==> config.mk <==
export PLATFORM = sky130hd
export DESIGN_NAME = fan_speed_i2c_controller
export DESIGN_NICKNAME = d
export VERILOG_FILES = /design/src/verilog/fan_ctrl_pkg.sv /design/src/verilog/i2c_byte_engine.sv /design/src/verilog/fan_speed_i2c_controller.sv
export SDC_FILE = /design/constraint.sdc
export NUM_CORES = 1
export LEC_CHECK = 0
export CAP_MARGIN = 20
export CORE_ASPECT_RATIO = 2
export CORE_MARGIN = 5
export CORE_UTILIZATION = 45
export DETAILED_ROUTE_END_ITERATION = 7
export DONT_BUFFER_PORTS = 1
export HOLD_SLACK_MARGIN = 0.03
export SLEW_MARGIN = 20
export SYNTH_ARGS = -nofsm -noshare
export SYNTH_HDL_FRONTEND = slang
export SYNTH_SLANG_ARGS = --single-unit
==> constraint.sdc <==
create_clock -name core_clk_i -period 3.01 [get_ports core_clk_i]
set_input_delay 0.301 -clock core_clk_i [delete_from_list [all_inputs] [get_ports core_clk_i]]
set_output_delay 0.301 -clock core_clk_i [all_outputs]
set_load 0.01 [all_outputs]
==> src/verilog/fan_ctrl_pkg.sv <==
// Constants and types shared by the fan speed I2C controller files.
package fan_ctrl_pkg;
   localparam int CLK_PERIOD_NS = 8;
   localparam int I2C_QTR_NS    = 250;
   // A quarter of the serial clock period is a least time, so it rounds up.
   localparam int QTR_CYC = (I2C_QTR_NS + CLK_PERIOD_NS - 1) / CLK_PERIOD_NS;
   localparam logic [9:0] QTR_LAST = 10'(QTR_CYC - 1);
   localparam logic [3:0] BIT_LAST = 4'h8;

   localparam logic [6:0] CHIP_ADDR    = 7'h48;
   localparam logic [7:0] REG_SPEED    = 8'h00;
   localparam logic [7:0] REG_CONFIG   = 8'h02;
   localparam logic [7:0] CONFIG_VAL   = 8'h0A;
   localparam logic [7:0] REG_FAN0_CNT = 8'h0C;
   localparam logic [7:0] REG_FAN1_CNT = 8'h0E;
   localparam logic [7:0] REG_ALARM    = 8'h12;

   localparam logic [2:0] ADDR_STEP       = 3'h1;
   localparam logic [2:0] REG_STEP        = 3'h2;
   localparam logic [2:0] DATA_STEP       = 3'h3;
   localparam logic [2:0] RD_RESTART_STEP = 3'h3;
   localparam logic [2:0] RD_ADDR_STEP    = 3'h4;
   localparam logic [2:0] RD_DATA_STEP    = 3'h5;
   localparam logic [2:0] WR_LAST_STEP    = 3'h4;
   localparam logic [2:0] RD_LAST_STEP    = 3'h6;

   localparam int RPM_LOW        = 2000;
   localparam int RPM_HIGH       = 5000;
   localparam int PULSES_PER_REV = 2;
   localparam int COUNT_GATE_MS  = 1000;
   localparam int MS_PER_MIN     = 60000;
   localparam int RPM_PER_COUNT  = MS_PER_MIN / (PULSES_PER_REV * COUNT_GATE_MS);
   localparam logic [12:0] SPEED_SET_LOW  = 13'(RPM_LOW);
   localparam logic [12:0] SPEED_SET_HIGH = 13'(RPM_HIGH);

   localparam int GENERAL_PIN_ALARM_BIT            = 3;
   localparam int SPEED_COUNTER_OVERFLOW_ALARM_BIT = 2;
   localparam int DRIVE_MIN_ALARM_BIT              = 1;
   localparam int DRIVE_TOP_ALARM_BIT              = 0;
   localparam int ALARM_MSB                        = 3;

   localparam int IN_SEL = 0;
   localparam int IN_BTN = 1;
   localparam logic [1:0] IN_RST = 2'h2;

   typedef enum logic [1:0] {CMD_START, CMD_WRITE, CMD_READ, CMD_STOP} i2c_cmd_e;
   typedef enum logic [2:0] {T_CFG, T_SPEED, T_RD0, T_RD1, T_ALM} txn_e;

   // Tachometer count that the chip must see in one gate period at this speed.
   function automatic logic [7:0] rpm_to_count(input int rpm);
      return 8'(rpm * PULSES_PER_REV * COUNT_GATE_MS / MS_PER_MIN);
   endfunction : rpm_to_count
endpackage : fan_ctrl_pkg

==> src/verilog/i2c_byte_engine.sv <==
// Two-wire bus engine: start, stop, and one byte written or read per command.
`timescale 1ns/1ns
module i2c_byte_engine
   import fan_ctrl_pkg::*;
(
   input  wire logic       core_clk_i,
   input  wire logic       rst_n_i,
   input  wire logic       cmd_valid_i,
   input  wire i2c_cmd_e   cmd_i,
   input  wire logic [7:0] wdata_i,
   input  wire logic       sda_i,
   output logic            scl_o,
   output logic            scl_oe_n_o,
   output logic            sda_o,
   output logic            sda_oe_n_o,
   output logic            done_o,
   output logic            nack_o,
   output logic [7:0]      rdata_o
);
   typedef enum logic [1:0] {E_IDLE, E_START, E_BIT, E_STOP} eng_st_e;

   eng_st_e    st, next_st;
   logic [1:0] ph, next_ph;
   logic [9:0] qcnt, next_qcnt;
   logic [3:0] bitn, next_bitn;
   logic [7:0] shreg, next_shreg;
   logic       rd, next_rd;
   logic       scl_oe_n, next_scl_oe_n;
   logic       sda_oe_n, next_sda_oe_n;
   logic       nack, next_nack;
   logic       done, next_done;
   logic [2:0] sda_sync;
   logic       sda_f, next_sda_f;
   logic       pin_lvl;
   logic       tick;
   logic       fin;

   assign tick = (qcnt == QTR_LAST);

   always_comb begin
      next_st       = st;
      next_ph       = ph;
      next_qcnt     = qcnt;
      next_bitn     = bitn;
      next_shreg    = shreg;
      next_rd       = rd;
      next_scl_oe_n = scl_oe_n;
      next_sda_oe_n = sda_oe_n;
      next_nack     = nack;
      next_done     = 1'b0;
      fin           = 1'b0;
      next_sda_f    = (sda_sync[1] == sda_sync[2]) ? sda_sync[1] : sda_f;
      if (st == E_IDLE) begin
         next_qcnt = '0;
         next_ph   = '0;
         if (cmd_valid_i) begin
            next_bitn  = '0;
            next_shreg = wdata_i;
            next_rd    = (cmd_i == CMD_READ);
            case (cmd_i)
               CMD_START: next_st = E_START;
               CMD_STOP:  next_st = E_STOP;
               default:   next_st = E_BIT;
            endcase
         end
      end else if (tick) begin
         next_qcnt = '0;
         next_ph   = ph + 2'h1;
         case (st)
            E_BIT: begin
               case (ph)
                  2'h0: next_sda_oe_n = (bitn == BIT_LAST) || rd || shreg[7];
                  2'h1: next_scl_oe_n = 1'b1;
                  2'h2: begin
                     if (bitn == BIT_LAST) begin
                        next_nack = sda_f;
                     end else begin
                        next_shreg = {shreg[6:0], sda_f};
                     end
                  end
                  default: begin
                     next_scl_oe_n = 1'b0;
                     next_bitn     = bitn + 4'h1;
                     fin           = (bitn == BIT_LAST);
                  end
               endcase
            end
            default: begin
               // Start and stop share one pattern with the data line edges swapped; only a start pulls the clock low at the end.
               case (ph)
                  2'h0: next_sda_oe_n = (st == E_START);
                  2'h1: next_scl_oe_n = 1'b1;
                  2'h2: next_sda_oe_n = (st != E_START);
                  default: begin
                     next_scl_oe_n = (st != E_START);
                     fin           = 1'b1;
                  end
               endcase
            end
         endcase
      end else begin
         next_qcnt = qcnt + 10'h1;
      end
      if (fin) begin
         next_st   = E_IDLE;
         next_done = 1'b1;
      end
   end

   always_ff @(posedge core_clk_i or negedge rst_n_i) begin
      if (!rst_n_i) begin
         st       <= E_IDLE;
         ph       <= '0;
         qcnt     <= '0;
         bitn     <= '0;
         shreg    <= '0;
         rd       <= 1'b0;
         scl_oe_n <= 1'b1;
         sda_oe_n <= 1'b1;
         nack     <= 1'b0;
         done     <= 1'b0;
         sda_sync <= 3'h7;
         sda_f    <= 1'b1;
         pin_lvl  <= 1'b0;
      end else begin
         st       <= next_st;
         ph       <= next_ph;
         qcnt     <= next_qcnt;
         bitn     <= next_bitn;
         shreg    <= next_shreg;
         rd       <= next_rd;
         scl_oe_n <= next_scl_oe_n;
         sda_oe_n <= next_sda_oe_n;
         nack     <= next_nack;
         done     <= next_done;
         sda_sync <= {sda_sync[1:0], sda_i};
         sda_f    <= next_sda_f;
         pin_lvl  <= 1'b0;
      end
   end

   assign scl_o      = pin_lvl;
   assign sda_o      = pin_lvl;
   assign scl_oe_n_o = scl_oe_n;
   assign sda_oe_n_o = sda_oe_n;
   assign done_o     = done;
   assign nack_o     = nack;
   assign rdata_o    = shreg;
endmodule : i2c_byte_engine

==> src/verilog/fan_speed_i2c_controller.sv <==
// Top level: configures the fan chip, sets the target speed and polls speeds and alarms.
`timescale 1ns/1ns
module fan_speed_i2c_controller
   import fan_ctrl_pkg::*;
(
   input  wire logic        core_clk_i,
   input  wire logic        rst_n_i,
   input  wire logic        speed_sel_i,
   input  wire logic        clear_btn_n_i,
   input  wire logic        sda_i,
   output logic             scl_o,
   output logic             scl_oe_n_o,
   output logic             sda_o,
   output logic             sda_oe_n_o,
   output logic [3:0]       led_o,
   output logic [12:0]      speed_set_o,
   output logic [13:0]      fan0_speed_o,
   output logic [13:0]      fan1_speed_o,
   output logic             config_done_o,
   output logic             ack_error_o
);
   typedef enum logic {M_ISSUE, M_WAIT} main_st_e;

   main_st_e    mst, next_mst;
   txn_e        txn, next_txn;
   logic [2:0]  step, next_step;
   logic        cmd_valid, next_cmd_valid;
   i2c_cmd_e    cmd, next_cmd;
   logic [7:0]  cmd_data, next_cmd_data;
   logic        cfg_done, next_cfg_done;
   logic        sw_written, next_sw_written;
   logic        txn_fail, next_txn_fail;
   logic        ack_err, next_ack_err;
   logic [12:0] speed_set, next_speed_set;
   logic [13:0] fan0, next_fan0;
   logic [13:0] fan1, next_fan1;
   logic [3:0]  led, next_led;
   logic [3:0]  alm_set;
   logic [1:0]  in_s1, in_s2, in_s3;
   logic [1:0]  in_f, next_in_f;
   logic        sel;
   logic        pressed;
   logic        eng_done;
   logic        eng_nack;
   logic [7:0]  eng_rdata;

   function automatic logic is_rd(input txn_e t);
      return (t == T_RD0) || (t == T_RD1) || (t == T_ALM);
   endfunction : is_rd

   function automatic logic [2:0] last_of(input txn_e t);
      return is_rd(t) ? RD_LAST_STEP : WR_LAST_STEP;
   endfunction : last_of

   function automatic i2c_cmd_e cmd_of(input txn_e t, input logic [2:0] s);
      if (s == 3'h0 || (is_rd(t) && s == RD_RESTART_STEP)) return CMD_START;
      if (s == last_of(t)) return CMD_STOP;
      if (is_rd(t) && s == RD_DATA_STEP) return CMD_READ;
      return CMD_WRITE;
   endfunction : cmd_of

   function automatic logic [7:0] reg_of(input txn_e t);
      case (t)
         T_CFG:   return REG_CONFIG;
         T_SPEED: return REG_SPEED;
         T_RD0:   return REG_FAN0_CNT;
         T_RD1:   return REG_FAN1_CNT;
         default: return REG_ALARM;
      endcase
   endfunction : reg_of

   function automatic logic [7:0] byte_of(input txn_e t, input logic [2:0] s, input logic hi);
      if (s == ADDR_STEP) return {CHIP_ADDR, 1'b0};
      if (s == RD_ADDR_STEP) return {CHIP_ADDR, 1'b1};
      if (s == REG_STEP) return reg_of(t);
      if (t == T_CFG) return CONFIG_VAL;
      return hi ? rpm_to_count(RPM_HIGH) : rpm_to_count(RPM_LOW);
   endfunction : byte_of

   function automatic logic [13:0] count_to_rpm(input logic [7:0] c);
      return 14'(int'(c) * RPM_PER_COUNT);
   endfunction : count_to_rpm

   i2c_byte_engine u_engine (
      .core_clk_i  (core_clk_i),
      .rst_n_i     (rst_n_i),
      .cmd_valid_i (cmd_valid),
      .cmd_i       (cmd),
      .wdata_i     (cmd_data),
      .sda_i       (sda_i),
      .scl_o       (scl_o),
      .scl_oe_n_o  (scl_oe_n_o),
      .sda_o       (sda_o),
      .sda_oe_n_o  (sda_oe_n_o),
      .done_o      (eng_done),
      .nack_o      (eng_nack),
      .rdata_o     (eng_rdata)
   );

   // A pin level counts once the second and third stages agree.
   assign next_in_f = (in_s2 & in_s3) | (in_f & (in_s2 ^ in_s3));
   assign sel       = in_f[IN_SEL];
   assign pressed   = !in_f[IN_BTN];

   always_ff @(posedge core_clk_i or negedge rst_n_i) begin
      if (!rst_n_i) begin
         in_s1 <= IN_RST;
         in_s2 <= IN_RST;
         in_s3 <= IN_RST;
         in_f  <= IN_RST;
      end else begin
         in_s1 <= {clear_btn_n_i, speed_sel_i};
         in_s2 <= in_s1;
         in_s3 <= in_s2;
         in_f  <= next_in_f;
      end
   end

   always_comb begin
      next_mst        = mst;
      next_txn        = txn;
      next_step       = step;
      next_cmd_valid  = 1'b0;
      next_cmd        = cmd;
      next_cmd_data   = cmd_data;
      next_cfg_done   = cfg_done;
      next_sw_written = sw_written;
      next_txn_fail   = txn_fail;
      next_ack_err    = ack_err;
      next_speed_set  = speed_set;
      next_fan0       = fan0;
      next_fan1       = fan1;
      alm_set         = 4'h0;
      case (mst)
         M_ISSUE: begin
            next_cmd_valid = 1'b1;
            next_cmd       = cmd_of(txn, step);
            next_cmd_data  = byte_of(txn, step, sel);
            if (txn == T_SPEED && step == DATA_STEP) begin
               next_sw_written = sel;
               next_speed_set  = sel ? SPEED_SET_HIGH : SPEED_SET_LOW;
            end
            next_mst = M_WAIT;
         end
         default: begin
            if (eng_done) begin
               next_mst  = M_ISSUE;
               next_step = step + 3'h1;
               // A byte the chip did not acknowledge ends the transfer early.
               if (cmd == CMD_WRITE && eng_nack) begin
                  next_txn_fail = 1'b1;
                  next_step     = last_of(txn);
               end
               if (cmd == CMD_READ) begin
                  if (txn == T_RD0) begin
                     next_fan0 = count_to_rpm(eng_rdata);
                  end
                  if (txn == T_RD1) begin
                     next_fan1 = count_to_rpm(eng_rdata);
                  end
                  if (txn == T_ALM) begin
                     alm_set = eng_rdata[ALARM_MSB:0];
                  end
               end
               if (step == last_of(txn)) begin
                  next_step     = 3'h0;
                  next_txn_fail = 1'b0;
                  next_ack_err  = txn_fail;
                  // A failed transfer is retried before the sequence moves on.
                  if (!txn_fail) begin
                     case (txn)
                        T_CFG:   next_txn = T_SPEED;
                        T_SPEED: begin
                           next_cfg_done = 1'b1;
                           next_txn      = T_RD0;
                        end
                        T_RD0:   next_txn = T_RD1;
                        T_RD1:   next_txn = T_ALM;
                        default: next_txn = (sel != sw_written) ? T_SPEED : T_RD0;
                     endcase
                  end
               end
            end
         end
      endcase
      // A new alarm wins over a clear that arrives in the same cycle.
      next_led = (pressed ? 4'h0 : led) | alm_set;
   end

   always_ff @(posedge core_clk_i or negedge rst_n_i) begin
      if (!rst_n_i) begin
         mst        <= M_ISSUE;
         txn        <= T_CFG;
         step       <= '0;
         cmd_valid  <= 1'b0;
         cmd        <= CMD_START;
         cmd_data   <= '0;
         cfg_done   <= 1'b0;
         sw_written <= 1'b0;
         txn_fail   <= 1'b0;
         ack_err    <= 1'b0;
         speed_set  <= '0;
         fan0       <= '0;
         fan1       <= '0;
         led        <= '0;
      end else begin
         mst        <= next_mst;
         txn        <= next_txn;
         step       <= next_step;
         cmd_valid  <= next_cmd_valid;
         cmd        <= next_cmd;
         cmd_data   <= next_cmd_data;
         cfg_done   <= next_cfg_done;
         sw_written <= next_sw_written;
         txn_fail   <= next_txn_fail;
         ack_err    <= next_ack_err;
         speed_set  <= next_speed_set;
         fan0       <= next_fan0;
         fan1       <= next_fan1;
         led        <= next_led;
      end
   end

   assign led_o         = led;
   assign speed_set_o   = speed_set;
   assign fan0_speed_o  = fan0;
   assign fan1_speed_o  = fan1;
   assign config_done_o = cfg_done;
   assign ack_error_o   = ack_err;
endmodule : fan_speed_i2c_controller

# Yosys cells after proc, flatten, opt, wreduce, memory -nomap -nowiden
# Index checks and enable logic that the tools add are counted.
classes:
  muxes: 86
  mul: 1
  n_addsub: 4
  n_reduce_logical: 38
  n_eq_ne: 26
  bitwise_logic: 9
ops:
  columns: ["op", "count"]
  rows:
  - ["$mux W8", 15]
  - ["$mux W4", 10]
  - ["$mux W1", 37]
  - ["$mux W2", 13]
  - ["$mux W10", 2]
  - ["$pmux W5 S4", 1]
  - ["$reduce_and A4 Y1", 5]
  - ["$reduce_and A5 Y1", 3]
  - ["$reduce_bool A2 Y1", 7]
  - ["$mux W13", 1]
  - ["$eq A3 B2 Y1 const B", 4]
  - ["$mul A8 B4 Y12 const B", 1]
  - ["$pmux W3 S4", 1]
  - ["$add A10 B1 Y10 const B", 1]
  - ["$eq A10 B5 Y1 const B", 1]
  - ["$eq A3 B3 Y1 const B", 3]
  - ["$reduce_and A3 Y1", 3]
  - ["$eq A2 B2 Y1 const B", 4]
  - ["$ne A2 B1 Y1 const B", 4]
  - ["$reduce_and A2 Y1", 4]
  - ["$eq A2 B1 Y1 const B", 3]
  - ["$eq A3 B1 Y1 const B", 2]
  - ["$logic_not A2 Y1", 3]
  - ["$logic_not A3 Y1", 2]
  - ["other kinds (20)", 34]
totals:
  wordCells: 194
  output_inout_bits: 51
  register_bits: 108
  in_bits: 5

# Logic depth before layout (Yosys ltp)
logic_depth:
  word_depth: 16
  mapped_depth: 10
  ltp_nobuf: 10

# By module
# Synthesis repeated with hierarchy kept, for this count alone.
unflattened:
  cells_unflattened: 474
  hier_area_um2: 5231.3
by_module_without_submodules:
  columns: ["mod", "instances", "seq_area_each_um2", "cells_per_inst", "area_each_um2"]
  rows:
  - ["fan_speed_i2c_controller", 1, 1506.4, 311, 3427.0]
  - ["i2c_byte_engine", 1, 883.3, 163, 1804.2]

# Worst setup path before layout
# No wires, ideal clock.
synth_path:
  path_kind: "reg-to-reg"
  start: "reg u_engine.shreg[0] (netlist: u_engine.rdata_o[0])"
  end: "reg fan1[11] (netlist: fan1_speed_o[11])"
  n_path_buf: 0
  period_less_slack_ps: 3074
  slack_ps: -64
  setup_ps: 125
  required_ps: 2885
  stages_incl_launch_ff: 9
  t_arrival_ps: 2949
  cell_sequence: "dfrtp_1 > fa_1 > fa_1 > fa_1 > a211oi_1 > nor4b_1 > a211oi_1 > xnor2_1 > mux2_2"
synth_via:
  elab_chain_cells: 1
synth_lines:
  columns: ["item", "line_no", "text"]
  rows:
  - ["from (decl)", "i2c_byte_engine.sv:26", "logic [7:0] shreg, next_shreg;"]
  - ["from (signal assigned)", "i2c_byte_engine.sv:130", "shreg <= next_shreg;"]
  - ["$mul A8 B4 Y12", "fan_speed_i2c_controller.sv:81", "return 14'(int'(c) * RPM_PER_COUNT);"]
  - ["to (signal assigned)", "fan_speed_i2c_controller.sv:219", "fan1 <= next_fan1;"]
  - ["to (decl)", "fan_speed_i2c_controller.sv:36", "logic [13:0] fan1, next_fan1;"]
# Every way passes these cells.
# A chain may end at the register's enable or synchronous reset.

# Final worst setup path
layout_path:
  start: "reg u_engine.shreg[2] (netlist: u_engine.rdata_o[2])"
  end: "reg fan0[9] (netlist: fan0_speed_o[9])"
layout_via:
  elab_chain_cells: 1
layout_lines:
  columns: ["item", "line_no", "text"]
  rows:
  - ["$mul A8 B4 Y12", "fan_speed_i2c_controller.sv:81", null]
  - ["to (signal assigned)", "fan_speed_i2c_controller.sv:218", "fan0 <= next_fan0;"]
  - ["to (decl)", "fan_speed_i2c_controller.sv:35", "logic [13:0] fan0, next_fan0;"]
# Every way passes these cells.

==> flow_summary.toml <==
[run_status]
status = "complete, but fails checks"
violations = "setup timing"

[global_routing]
grt_overflow = 0
antenna_found_initial = 0
grt_use_met3_pct = 2.84
top_usage_layer = "met2"
grt_max_degree = 96
grt_pass1_wl_um = 17700
grt_usage_pct = 16.0
grt_use_met1_pct = 17.2
grtUsageMet2_pct = 29.5
grt_pass1_vias = 3758

[routing]
avgViaCountPerCell = 5.31
num_vias = 3519
drc = 0
drtIter0Drc = 109
antenna_left = 0
wirelength_um = 10600
wl_per_cell_um = 16.0
drt-pass1-iter-count = 4

[placed_design]
io_buffers = 0
placed_area_mm2 = 0.00539
finalWeightedCongestion = 0.808
dp_hpwl_um = 7780
pre_cts_ws_ps = -162

[setup_path]
cp.arrival_ps = 3260
crit_path_max_fanout = 4
end_kind = "register"
path_buf_inv = 0
cp.required_ps = 3250
crit_path_top_delay_cell = "fa_1"
critical_path_class = "register to register"
cpMostUsedCell = "fa_1"
cp_top_family = "adder cells"
cp-start-kind = "register"
path_cells = "fa_1, fa_1, fa_2, a211oi_4, o21bai_1, a21oi_2, xnor2_1, mux2_2"
max_stage_delay_ps = 590

[logic_synthesis]
seq_area_frac_synth_pct = 45.9
synth_edf_count = 0
yosysUniqueCellTypes = 56
ys_seq_elements = 95
synth-async-reset-ratio_pct = 100
synth_flop_cell = "dfrtp_1"
synthCells = 500
avgSynthCellArea_um2 = 10.4
syn_area_mm2 = 0.00521
ys_warn_count = 0

[layout]
antenna_cells = 0
area_growth_pct = 11.9
drive_gt1_share_pct = 17.1
design_area_mm2 = 0.00583
final_common_cell = "dfrtp_1"
final_cell_mix = "dfrtp_1 (84), nand2_1 (68), nor2_1 (36)"
nNetsFinal = 566

[timing]
period_minus_slack_ps = 3020
fin_crit_sh_pct = 100
setup_violations = 1
fin_skew_ps = 13.0
worst_pin_slew_ps = 602
finalSetupTns_ps = -9.05
slew_violations = 0
fmax_mhz = 331
final.setup.worst_slack_ps = -9.05
slew_headroom_pct = 59.9
rsz0062_at_grt = "true"
hold_viol_final = 0

[clocking]
htree_levels = 3
clkTransAtPathRegs_ps = 70
clk_path_buf_depth = 2
cts_made_buffers = 9
cts_sinks = 95
clockRootBuffer = "clkbuf_16"
clkLatencyLatePin_ps = 350
cts_tree = "built"

[die]
io_pins = 56
die_h_um = 162
die-area_mm2 = 0.0140
start_util_pct = 45.9
row_count = 55
coreArea_mm2 = 0.0114
dieWidth_um = 86.1

[min_path]
worst_hold_path_type = "register to register"

[pwr]
leakage_nw = 2.86
ir_drop_mv = 0.341
powerDensity_mw_per_mm2 = 425

[flow_run]
maxCapViolations = 0
==> area by class of cell <==
| class | count | area [um2] |
|---|---|---|
| Tap cell | 142 | 178 |
| Clock buffer | 9 | 225 |
| Clock inverter | 7 | 62.6 |
| Sequential cell | 95 | 2390 |
| Inverter | 35 | 131 |
| Multi-Input combinational cell | 345 | 2590 |
| Fill cell | 1029 | 5520 |
| Timing Repair Buffer | 30 | 255 |
==> what timing repair did <==
| item | 4_1_cts | 5_1_grt |
|---|---|---|
| hold buffers | 5 | 0 |
| endpoints found under the setup margin | 4 | 10 |
| buffers inserted | 2 | 1 |
| pin swaps | 7 | 5 |
| gates resized for setup | 7 | 7 |
| endpoints found under the hold margin | 98 | 0 |
==> final timing paths <==
kind | startpoint | cells after the start | slack (ps) | endpoint
max | u_engine.rdata_o[2] | 8 | -9 | fan0_speed_o[9]
min | in_s1[0] | 0 | 350 | in_s2[0]
max reg2reg | u_engine.rdata_o[2] | 8 | -9 | fan0_speed_o[9]
min reg2reg | in_s1[0] | 0 | 350 | in_s2[0]
max in group asynchronous | rst_n_i | 2 | 2090 | in_s2[1]
min in group asynchronous | rst_n_i | 2 | 550 | u_engine.nack_o
==> per-layer routing <==
layer  part of all wire (%)  vias up
li1                       -     1707
met1                     39     1746
met2                     55       46
met3                    2.7       20
met4                    3.2        0
met5                      0        -
==> stage by stage <==
stage	power [mW]	instances	hold slack, ps	utilization, %
floorplan	1.35	510	5.41	-
global placement	1.34	639	11.6	47.4
detailed placement	1.34	639	10.5	47.4
CTS	2.52	662	359	51.0
global route	2.57	663	365	51.4
finish	2.48	663	354	51.4
==> report_power, final <==
part | internal [mW] | total, mW | switching [mW]
Clock | 0.582 | 1.13 | 0.550
Sequential | 1.29 | 1.30 | 0.00957
Combinational | 0.0129 | 0.0474 | 0.0345
Total | 1.89 | 2.48 | 0.594
==> cell families after synthesis <==
kind of cell | share of synthesized area, %
flops | 45.9
mux | 6.56
xor+xnor | 3.03
compound gates | 10.5
fa+ha+maj | 12.9
other cells | 0.0720
simple gates | 14.5
buf+inv | 6.56
==> cell usage after synthesis (2+ instances only) <==
library cell / number / area [um2]
dfrtp_1: 85 / 2130
nand2_1: 69 / 259
nor2_1: 36 / 135
inv_1: 35 / 131
ha_1: 32 / 400
a21oi_1: 20 / 100
mux2i_1: 18 / 180
buf_4: 17 / 128
nand3_1: 16 / 80.1
clkbuf_1: 13 / 48.8
fa_1: 13 / 260
mux2_2: 13 / 146
o21ai_0: 13 / 65.1
a21o_1: 11 / 82.6
dfstp_2: 10 / 263
xnor2_1: 10 / 87.6
nand4_1: 9 / 56.3
xor2_1: 8 / 70.1
nor3_1: 6 / 30.0
a22o_1: 5 / 43.8
a211oi_1: 4 / 30.0
nand2b_1: 4 / 25.0
a211o_1: 3 / 26.3
a31oi_1: 3 / 18.8
buf_2: 3 / 15.0
nor2b_1: 3 / 18.8
o22ai_1: 3 / 18.8
o31ai_1: 3 / 22.5
or2_2: 3 / 18.8
and3_1: 2 / 12.5
nand3b_1: 2 / 15.0
o21a_1: 2 / 15.0
o21bai_1: 2 / 15.0
o41ai_1: 2 / 17.5
==> flip-flops by register name, summed over array words and instances (netlist names), 2 cells and up <==
name               count
cmd                    2
cmd_data               8
fan0_speed_o          12
fan1_speed_o          12
in_f                   2
in_s1                  2
in_s2                  2
in_s3                  2
led_o                  4
speed_set_o            3
step                   3
txn                    3
u_engine.bitn          4
u_engine.ph            2
u_engine.qcnt         10
u_engine.rdata_o       8
u_engine.sda_sync      3
u_engine.st            2
Note: power is estimated with default switching activity, not from simulation.
